==> src/pocq_pkg.sv <==
package pocq_pkg;

   // ----------------------------------------
   // Register map
   // ----------------------------------------
   localparam logic [15:0] SETTINGS_ADDR  = 16'hFE6F;
   localparam logic [15:0] STATUS_ADDR    = 16'hFE7F;
   localparam logic [7:0]  SETTINGS_RESET = 8'h00;
   localparam int          IGNORE_BIT     = 7;
   localparam int          BLANK_HI       = 6;
   localparam int          BLANK_LO       = 4;
   localparam int          CYCLES_HI      = 3;
   localparam int          CYCLES_LO      = 2;
   localparam int          DEBOUNCE_HI    = 1;
   localparam int          DEBOUNCE_LO    = 0;
   localparam int          STAT_FLAG_BIT  = 0;
   localparam int          STAT_BLANK_BIT = 1;
   localparam int          STAT_QUAL_BIT  = 2;

   // ----------------------------------------
   // Timing
   // ----------------------------------------
   localparam int CLK_PERIOD_NS = 20;
   localparam int BLANK_NS [8]  = '{0, 40, 80, 120, 200, 400, 600, 800};
   localparam int DEB_NS   [4]  = '{0, 40, 80, 120};
   localparam int CYC_TGT  [4]  = '{1, 8, 64, 512};
   localparam int TIMER_W       = 6;
   localparam int CYC_W         = 11;

   // Least times: round up to whole clocks
   function automatic int nsToCycles(input int ns);
      return (ns + CLK_PERIOD_NS - 1) / CLK_PERIOD_NS;
   endfunction

   function automatic logic [TIMER_W-1:0] blankCycles(input logic [2:0] sel);
      return TIMER_W'(nsToCycles(BLANK_NS[sel]));
   endfunction

   function automatic logic [TIMER_W-1:0] debounceCycles(input logic [1:0] sel);
      return TIMER_W'(nsToCycles(DEB_NS[sel]));
   endfunction

   function automatic logic [CYC_W-1:0] cycleTarget(input logic [1:0] sel);
      return CYC_W'(CYC_TGT[sel]);
   endfunction

   // ----------------------------------------
   // Qualifier states, Gray along the path
   // ----------------------------------------
   typedef enum logic [1:0] {
      QS_IDLE  = 2'b00,
      QS_COUNT = 2'b01,
      QS_FLAG  = 2'b11
   } pocq_state_t;

endpackage

==> src/pocq_blank_timer.sv <==
`timescale 1ns/1ns
module pocq_blank_timer (
   input  wire logic                           clk,
   input  wire logic                           rst,
   input  wire logic                           start,
   input  wire logic [pocq_pkg::TIMER_W-1:0]   loadVal,
   output logic                                active
);

   logic [pocq_pkg::TIMER_W-1:0] cnt_r;
   logic [pocq_pkg::TIMER_W-1:0] cnt_nxt;
   logic                         loadNonZero;

   assign loadNonZero = (loadVal != '0);

   // ----------------------------------------
   // Countdown
   // ----------------------------------------
   // Start cycle already blanks, so load one less
   assign cnt_nxt = (start && loadNonZero) ? loadVal - 1'b1 :
                    (cnt_r != '0)          ? cnt_r - 1'b1   : cnt_r;

   assign active = (start && loadNonZero) || (cnt_r != '0);

   always_ff @(posedge clk) begin
      if (rst) begin
         cnt_r <= '0;
      end else begin
         cnt_r <= cnt_nxt;
      end
   end

endmodule

==> src/pocq_qualifier.sv <==
`timescale 1ns/1ns
module pocq_qualifier (
   input  wire logic        clk,
   input  wire logic        rst,
   input  wire logic [15:0] regAddr,
   input  wire logic [7:0]  regWrData,
   input  wire logic        regWrStb,
   input  wire logic        regRdStb,
   output logic      [7:0]  regRdData,
   input  wire logic        pwmOutputOne,
   input  wire logic        pwmOutputTwo,
   input  wire logic        ocComparator,
   input  wire logic [3:0]  faultResponseSel,
   output logic             primaryOvercurrentFlag,
   output logic             faultActionReq,
   output logic      [3:0]  faultActionSel
);

   // ----------------------------------------
   // Declarations
   // ----------------------------------------
   logic [7:0]                   settings_r;
   logic [7:0]                   rdData_r;
   logic                         pwmOnePrev_r;
   logic                         pwmTwoPrev_r;
   logic [pocq_pkg::TIMER_W-1:0] debCnt_r;
   logic [pocq_pkg::TIMER_W-1:0] debCnt_nxt;
   logic [pocq_pkg::CYC_W-1:0]   cycCnt_r;
   logic [pocq_pkg::CYC_W-1:0]   cycCnt_nxt;
   logic                         cycTrig_r;
   logic                         cycTrig_nxt;
   logic                         flagPrev_r;
   logic [3:0]                   actSel_r;
   pocq_pkg::pocq_state_t        state_r;
   pocq_pkg::pocq_state_t        state_nxt;

   wire        wrSettings;
   wire        rdSettings;
   wire        rdStatus;
   wire [7:0]  rdMux;
   wire [7:0]  statusWord;
   wire        ignoreOc;
   wire [2:0]  blankSel;
   wire [1:0]  cycSel;
   wire [1:0]  debSel;
   wire        pwmOneRise;
   wire        pwmTwoRise;
   wire        blankStart;
   wire        blanking;
   wire        compQual;
   wire        debounced;
   wire        trigHit;
   wire        targetMet;
   wire        boundMet;
   wire [pocq_pkg::TIMER_W-1:0] blankLoad;
   wire [pocq_pkg::TIMER_W-1:0] debNeed;
   wire [pocq_pkg::CYC_W-1:0]   cycNeed;
   wire [pocq_pkg::CYC_W-1:0]   cycInc;

   // ----------------------------------------
   // Register decode
   // ----------------------------------------
   assign wrSettings = regWrStb && (regAddr == pocq_pkg::SETTINGS_ADDR);
   assign rdSettings = regRdStb && (regAddr == pocq_pkg::SETTINGS_ADDR);
   assign rdStatus   = regRdStb && (regAddr == pocq_pkg::STATUS_ADDR);

   assign statusWord = {5'h0,
                        compQual,
                        blanking,
                        primaryOvercurrentFlag};

   // Unmapped reads and idle cycles return zero
   assign rdMux = rdSettings ? settings_r :
                  rdStatus   ? statusWord : 8'h00;

   assign regRdData = rdData_r;

   // ----------------------------------------
   // Field decode
   // ----------------------------------------
   assign ignoreOc = settings_r[pocq_pkg::IGNORE_BIT];
   assign blankSel = settings_r[pocq_pkg::BLANK_HI:pocq_pkg::BLANK_LO];
   assign cycSel   = settings_r[pocq_pkg::CYCLES_HI:pocq_pkg::CYCLES_LO];
   assign debSel   = settings_r[pocq_pkg::DEBOUNCE_HI:pocq_pkg::DEBOUNCE_LO];

   assign blankLoad = pocq_pkg::blankCycles(blankSel);
   assign debNeed   = pocq_pkg::debounceCycles(debSel);
   assign cycNeed   = pocq_pkg::cycleTarget(cycSel);

   // ----------------------------------------
   // Leading edge blanking
   // ----------------------------------------
   assign pwmOneRise = pwmOutputOne && !pwmOnePrev_r;
   assign pwmTwoRise = pwmOutputTwo && !pwmTwoPrev_r;
   assign blankStart = pwmOneRise || pwmTwoRise;

   pocq_blank_timer u_blank (
      .clk     (clk),
      .rst     (rst),
      .start   (blankStart),
      .loadVal (blankLoad),
      .active  (blanking)
   );

   assign compQual = ocComparator && !blanking && !ignoreOc;

   // ----------------------------------------
   // Debounce
   // ----------------------------------------
   // restart on drop
   assign debCnt_nxt = !compQual                  ? '0 :
                       (debCnt_r == {pocq_pkg::TIMER_W{1'b1}}) ? debCnt_r :
                       debCnt_r + 1'b1;

   // Counts clocks already high, so a set time is a true minimum
   // continuous high time
   assign debounced = compQual && (debCnt_r >= debNeed);

   // ----------------------------------------
   // Switching cycle qualification
   // ----------------------------------------
   // A switching cycle runs from one rising edge of output one to the next
   assign trigHit   = debounced && !cycTrig_r;
   assign cycInc    = (cycCnt_r == {pocq_pkg::CYC_W{1'b1}}) ? cycCnt_r : cycCnt_r + 1'b1;
   assign targetMet = (cycInc >= cycNeed);
   // Boundary trigger opens a new cycle, so it counts one past cycInc
   assign boundMet  = (cycInc >= cycNeed - 1'b1);

   always_comb begin
      cycCnt_nxt  = cycCnt_r;
      cycTrig_nxt = cycTrig_r || debounced;
      state_nxt   = state_r;
      if (pwmOneRise) begin
         if (cycTrig_r) begin
            cycCnt_nxt = cycInc;
         end else begin
            cycCnt_nxt = '0;
            state_nxt  = pocq_pkg::QS_IDLE;
         end
         cycTrig_nxt = debounced;
      end
      if (debounced && (pwmOneRise || trigHit)) begin
         if (pwmOneRise && !cycTrig_r) begin
            state_nxt = (cycNeed == pocq_pkg::CYC_W'(1)) ? pocq_pkg::QS_FLAG : pocq_pkg::QS_COUNT;
         end else if (!pwmOneRise && targetMet) begin
            state_nxt = pocq_pkg::QS_FLAG;
         end else if (pwmOneRise && boundMet) begin
            state_nxt = pocq_pkg::QS_FLAG;
         end else if (state_r == pocq_pkg::QS_IDLE) begin
            state_nxt = pocq_pkg::QS_COUNT;
         end
      end
      if (ignoreOc) begin
         cycCnt_nxt  = '0;
         cycTrig_nxt = 1'b0;
         state_nxt   = pocq_pkg::QS_IDLE;
      end
   end

   assign primaryOvercurrentFlag = (state_r == pocq_pkg::QS_FLAG) && !ignoreOc;

   // ----------------------------------------
   // Fault action hand-off
   // ----------------------------------------
   // external action select
   assign faultActionSel = actSel_r;

   // ----------------------------------------
   // Registers
   // ----------------------------------------
   always_ff @(posedge clk) begin
      if (rst) begin
         settings_r <= pocq_pkg::SETTINGS_RESET;
         rdData_r   <= 8'h00;
      end else begin
         if (wrSettings) begin
            settings_r <= regWrData;
         end
         rdData_r <= rdMux;
      end
   end

   always_ff @(posedge clk) begin
      if (rst) begin
         pwmOnePrev_r <= 1'b0;
         pwmTwoPrev_r <= 1'b0;
         debCnt_r     <= '0;
      end else begin
         pwmOnePrev_r <= pwmOutputOne;
         pwmTwoPrev_r <= pwmOutputTwo;
         debCnt_r     <= debCnt_nxt;
      end
   end

   always_ff @(posedge clk) begin
      if (rst) begin
         cycCnt_r  <= '0;
         cycTrig_r <= 1'b0;
         state_r   <= pocq_pkg::QS_IDLE;
      end else begin
         cycCnt_r  <= cycCnt_nxt;
         cycTrig_r <= cycTrig_nxt;
         state_r   <= state_nxt;
      end
   end

   // Selection frozen at the flag edge so the action stays coherent
   always_ff @(posedge clk) begin
      if (rst) begin
         flagPrev_r     <= 1'b0;
         faultActionReq <= 1'b0;
         actSel_r       <= 4'h0;
      end else begin
         flagPrev_r     <= primaryOvercurrentFlag;
         faultActionReq <= primaryOvercurrentFlag && !flagPrev_r;
         if (primaryOvercurrentFlag && !flagPrev_r) begin
            actSel_r <= faultResponseSel;
         end
      end
   end

endmodule

==> config.mk <==
export PLATFORM = sky130hd
export DESIGN_NAME = pocq_qualifier
export DESIGN_NICKNAME = d
export VERILOG_FILES = /design/src/pocq_pkg.sv /design/src/pocq_blank_timer.sv /design/src/pocq_qualifier.sv
export SDC_FILE = /design/constraint.sdc
export NUM_CORES = 1
export LEC_CHECK = 0
export ABC_AREA = 1
export BUFFER_PORTS_ARGS = -buffer_cell sky130_fd_sc_hd__buf_2
export CELL_PAD_IN_SITES_DETAIL_PLACEMENT = 0
export CELL_PAD_IN_SITES_GLOBAL_PLACEMENT = 1
export CORE_MARGIN = 5
export CORE_UTILIZATION = 42
export DETAILED_ROUTE_END_ITERATION = 10
export GPL_ROUTABILITY_DRIVEN = 0
export PLACE_DENSITY_LB_ADDON = 0.1
export SLEW_MARGIN = 15
export SYNTH_ARGS = -nofsm -noshare
export SYNTH_HDL_FRONTEND = slang
export SYNTH_SLANG_ARGS = --single-unit
export TNS_END_PERCENT = 50
==> constraint.sdc <==
create_clock -name clk -period 4.8 [get_ports clk]
set_input_delay 0.48 -clock clk [delete_from_list [all_inputs] [get_ports clk]]
set_output_delay 0.48 -clock clk [all_outputs]
set_load 0.01 [all_outputs]
==> impl_metrics.ini, run 1 <==
[setup_path]
slowest_delay_ns = 0.46
end_kind = flip-flop
cp_cell_sequence = inv_1 -> ha_1 -> nand2_1 -> nor3_1 -> nor2_1 -> xor2_2 -> ha_1 -> nor2_1 -> or2_2 -> nor3_1 -> o211a_1 -> o211ai_1 -> ha_1 -> o21ai_0 -> inv_1 -> o21ai_0 -> inv_1 -> o21ai_0 -> a21oi_4 -> nand2_1 -> nand2_1 -> a21oi_2
crit_type = flip-flop to flip-flop
crit_slowest_cell = dfxtp_1
cp_max_fo = 6
critPathRequiredTime_ns = 5.04
worstPathArrival_ns = 4.51
start_kind = flip-flop

[final_layout]
diodes = 0
drive_gt1_frac = 0.165
post-route-cell-area_mm2 = 0.00442
syn2layout_area_growth_pct = 12.4
fin_cells = 752
nets = 712

[global_route]
grt_overflow_total = 0
grt_pass1_vias = 3507
grtUsageTotal = 0.168
antenna_found_initial = 0
grt_pass1_wl_mm = 15.7
grt_max_degree = 17
grt.met3_usage = 0.0187
globalRouteMet1Util = 0.203
grt_util_met2 = 0.312
grt.busiest_layer = met2

[routing]
drc_errors = 0
wire_per_inst_um = 12.5
drt_first_iter_violations = 144
vias = 3686
drt_first_pass_iters = 4
antenna_left = 0
drt_wl_total_mm = 9.39
viasPerCell = 4.90

[yosys]
ys_ff_latch = 50
async_flop_share = 0
synth_commonest_cells = 132 x nand2_1, 74 x nor2_1, 71 x inv_1, 50 x dfxtp_1, 42 x nand3_1
synth_fa_ha_area_frac = 0.118
syn-num-nets = 660
synth_simple_gate_area_frac = 0.386
yosysSeqAreaShare = 0.255
synth_xor_area_frac = 0.0379
synth_flop_cell = dfxtp_1
syn_inst = 588
synth_top_area_frac = 0.255
yosys_warnings = 0
synth_top_family_by_area = simple AND/OR/NAND/NOR gates
synth_top_cell_by_area = dfxtp_1
synth_compound_area_frac = 0.118
yosysMostFrequentCell = nand2_1
synth_cell_type_count = 53
avgSynthCellArea_um2 = 6.68
synthesis.area_mm2 = 0.00393
synth_edf_count = 0
synth.area.top_cells = dfxtp_1 25%, nand2_1 13%, ha_1 12%, nor2_1 7.1%, inv_1 6.8%
synth.area.mux_share = 0

[cts]
cts_hold_buf = 0
tritoncts = built
root_buffer = clkbuf_8
clkTransAtPathRegs_ns = 0.10
cts_resized = 0
cts_buffers = 5
clockBufferDepth = 2
clkSinkCount = 50
postCtsSetupBuffers = 0
h-tree-depth = 2
clock_latency_ns = 0.31

[power]
power_leakage_nw = 2.18
fin_total_pwr_mw = 1.02
ir_drop_mv = 0.129
powerDensity_mw_per_mm2 = 232

[sta]
fin_setup_tns_ns = 0
finalHoldViolations = 0
setup_slack_ns = 0.533
setup_violations = 0
fin_crit_sh = 0.889
clock_skew_ns = 0.0119
fin_crit_ns = 4.27
worst_pin_slew_ns = 0.892
slew_headroom = 0.400
slew_viol_final = 0
rsz0062_at_grt = false
fmax_mhz = 234

[run_status]
outcome = finished, final reports clean

[placed_design]
dpl_cell_area_mm2 = 0.00430
io_buffers = 48
place_ws_ns = 0.477
post-dp-hpwl_mm = 7.72
place_inst = 744

[die]
die_area_mm2 = 0.0114
die_w_um = 107
io_pins = 49
core_area_mm2 = 0.00920
die_height_um = 107
rows = 35
initial_utilization = 0.427

[flow_run]
cap_violations = 0

[worst_hold_path]
min_path_type = primary input to flip-flop
## per-layer routing
layer,wire length (um),vias up
met5,0,-
li1,-,2012
met2,4700,44
met4,128,0
met1,4300,1622
met3,250,8
## placed cells by master, fill, tap and decap left out, types with 5 or more instances in the layout
master,synthesis,routed
nand2_1,132,132
nor2_1,74,74
inv_1,71,71
dfxtp_1,50,50
buf_2,0,48
nand3_1,42,42
ha_1,37,37
a21oi_1,26,26
o21ai_0,23,23
nor3_1,20,20
xor2_1,12,11
nand2_2,10,10
inv_2,7,7
nand4_1,7,7
nand3_2,6,6
o21ai_1,5,5
xnor2_1,5,5
clkbuf_8,0,5
## final cells by class
type / instances / area, um2
inverter: 81 / 308
sequential: 50 / 1000
timing repair buffer: 50 / 255
tap: 111 / 139
clock inverter: 2 / 37.5
clock buffer: 6 / 72.6
multi-input combinational: 452 / 2600
fill: 952 / 4780
## stage by stage
stage	utilization	hold WS (ns)
6_report	0.480	0.389
2_1_floorplan	-	0.393
3_5_place_dp	0.467	0.458
4_1_cts	0.479	0.380
5_1_grt	0.480	0.398
3_3_place_gp	0.467	0.460
## flip-flops by register name, summed over array words and instances (netlist names), 2 cells and up
signal          cells
cycCnt_r           11
regRdData           8
settings_r          8
debCnt_r            6
u_blank.cnt_r       6
faultActionSel      4
state_r             2
## power by group
part	internal, mW	switching, mW
Sequential	0.448	0.0146
Combinational	0.101	0.157
Clock	0.156	0.147
## critical path, delay by kind of cell, from the launching register on
kind            cells  cell delay, ns
compound gates      7            1.08
xor+xnor            1            0.26
simple gates        8            1.30
flops               1            0.46
fa+ha+maj           3            0.84
buf+inv             3            0.28
## path summary, 6_finish.rpt
check	from	to	slack [ns]	cells after the start
worst max-delay path	settings_r[1]$_SDFFE_PP0P_	state_r[0]$_SDFF_PP0_	0.53	22
worst max register to register	settings_r[1]$_SDFFE_PP0P_	state_r[0]$_SDFF_PP0_	0.53	22
worst min-delay path	faultResponseSel[0]	faultActionSel[0]$_SDFFE_PP0P_	0.39	3
worst min register to register	flagPrev_r$_SDFF_PP0_	faultActionReq$_SDFF_PP0_	0.48	1
## cell families after synthesis
kind of cell               after synthesis
AOI/OAI and AO/OA                       77
xor gates and xnor gates                17
adders and majority gates               37
buffers and inverters                   86
DFF                                     50
other                                    1
and+or+nand+nor                        320
(Power assumes the default switching activity.)
==> inputs of run 2 (changes only) <==
--- a/config.mk
+++ b/config.mk
@@ -6,10 +6,10 @@
 export NUM_CORES = 1
 export LEC_CHECK = 0
 export ABC_AREA = 1
-export BUFFER_PORTS_ARGS = -buffer_cell sky130_fd_sc_hd__buf_2
+export BUFFER_PORTS_ARGS = -buffer_cell sky130_fd_sc_hd__buf_4
 export CELL_PAD_IN_SITES_DETAIL_PLACEMENT = 0
 export CELL_PAD_IN_SITES_GLOBAL_PLACEMENT = 1
-export CORE_MARGIN = 5
+export CORE_MARGIN = 2
 export CORE_UTILIZATION = 42
 export DETAILED_ROUTE_END_ITERATION = 10
 export GPL_ROUTABILITY_DRIVEN = 0
==> impl_metrics.ini, run 2 (same netlist as run 1, synthesis figures left out) <==
[routing]
viasPerCell = 4.96
drt_first_iter_violations = 106
vias = 3727
wire_per_inst_um = 12.2
antenna_left = 0
drt_first_pass_iters = 4
drc_errors = 0
drt_wl_total_mm = 9.19

[sta]
fin_setup_tns_ns = 0
finalHoldViolations = 0
fin_crit_sh = 0.922
clock_skew_ns = 0.0154
holdWs_ns = 0.385
worst_pin_slew_ns = 0.791
fmax_mhz = 226
slew_viol_final = 0
setup_violations = 0
slew_headroom = 0.468
fin_crit_ns = 4.43

[worst_hold_path]
min_path_type = primary input to flip-flop

[cts]
tritoncts = built
h-tree-depth = 2
cts_buffers = 5
clockBufferDepth = 2
clkSinkCount = 50
root_buffer = clkbuf_8
clkTransAtPathRegs_ns = 0.09
clock_latency_ns = 0.31

[setup_path]
crit_type = flip-flop to flip-flop
worstPathArrival_ns = 4.62
start_kind = flip-flop
end_kind = flip-flop
cp_max_fo = 8
critPathRequiredTime_ns = 5.00

[run_status]
outcome = finished, final reports clean

[placed_design]
post-dp-hpwl_mm = 7.58
io_buffers = 48

[final_layout]
final_cell_mix = 132 x nand2_1, 74 x nor2_1, 71 x inv_1
syn2layout_area_growth_pct = 15.3
final_common_cell = nand2_1
final_util = 0.495
nets = 711
diodes = 0
regMostFlops = cycCnt_r
drive_gt1_frac = 0.166
largest_reg_flops = 11

[global_route]
antenna_found_initial = 0
grtUsageTotal = 0.194
grt_pass1_wl_mm = 16.0
grt_overflow_total = 0
grt_max_degree = 17
grt_pass1_vias = 3508

[power]
powerDensity_mw_per_mm2 = 228
ir_drop_mv = 0.115
power_leakage_nw = 2.21
fin_total_pwr_mw = 1.03

[die]
rows = 35
io_pins = 49
die_height_um = 101
die_area_mm2 = 0.0101
initial_utilization = 0.429
die_w_um = 101
core_area_mm2 = 0.00915

[flow_run]
cap_violations = 0
[run 2: final cells by class]
type,instances,area [um2]
Clock buffer,6,72.6
Clock inverter,2,37.5
Fill cell,958,4620
Inverter,81,308
Multi-Input combinational cell,452,2610
Sequential cell,50,1000
Tap cell,111,139
Timing Repair Buffer,49,368
[run 2: metal layers]
layer | GRT usage | part of all wire | vias to the layer above | wire length, um
met5 | 0 | 0 | - | 0
met4 | 0.0400 | 0.0083 | 0 | 76
met3 | 0.0250 | 0.030 | 6 | 276
met2 | 0.351 | 0.50 | 49 | 4570
met1 | 0.246 | 0.46 | 1655 | 4260
li1 | - | - | 2017 | -
[run 2: final timing paths]
kind	startpoint	to	slack, ns	cells after the start
worst max-delay path	settings_r[0]$_SDFFE_PP0P_	state_r[1]$_SDFF_PP0_	0.37	21
worst min register to register	flagPrev_r$_SDFF_PP0_	faultActionReq$_SDFF_PP0_	0.47	1
worst max register to register	settings_r[0]$_SDFFE_PP0P_	state_r[1]$_SDFF_PP0_	0.37	21
worst min-delay path	rst	u_blank.cnt_r[5]$_SDFFE_PP0P_	0.39	2
[run 2: where the power goes]
group	internal, mW	total, mW	switching, mW	leakage [nW]
clock	0.156	0.300	0.144	0.0514
sequential	0.448	0.463	0.0148	0.405
combinational	0.111	0.270	0.159	1.75
[run 2: worst max-delay path, cell delays in order, from the launching register on]
cell and delay [ns]:
dfxtp_1 0.48, inv_1 0.20, ha_1 0.28, ha_1 0.20, nor3_2 0.28, nor2_1 0.16, xor2_2 0.26, ha_1 0.24
nor2_1 0.05, or2_2 0.33, nor3_1 0.22, o211a_1 0.18, o211ai_1 0.09, ha_1 0.28, o21ai_0 0.15, inv_1 0.05
o21ai_0 0.16, inv_1 0.07, o21ai_0 0.30, a21oi_4 0.13, a21oi_1 0.15, nor2_1 0.06
[run 2: repair_timing]
action | CTS | global route
setup endpoints to repair | 0 | 3
buffers inserted | 0 | 0
hold buffers | 0 | 0
gates resized for setup | 0 | 2
[run 2: per-stage QoR]
| step | instance area, um2 | instances | setup WS, ns |
|---|---|---|---|
| global placement | 4410 | 743 | 0.423 |
| CTS | 4520 | 751 | 0.218 |
| detailed placement | 4410 | 743 | 0.279 |
| floorplan | 3930 | 588 | 0.765 |
| finish | 4530 | 751 | 0.373 |
| global route | 4530 | 751 | -0.0498 |
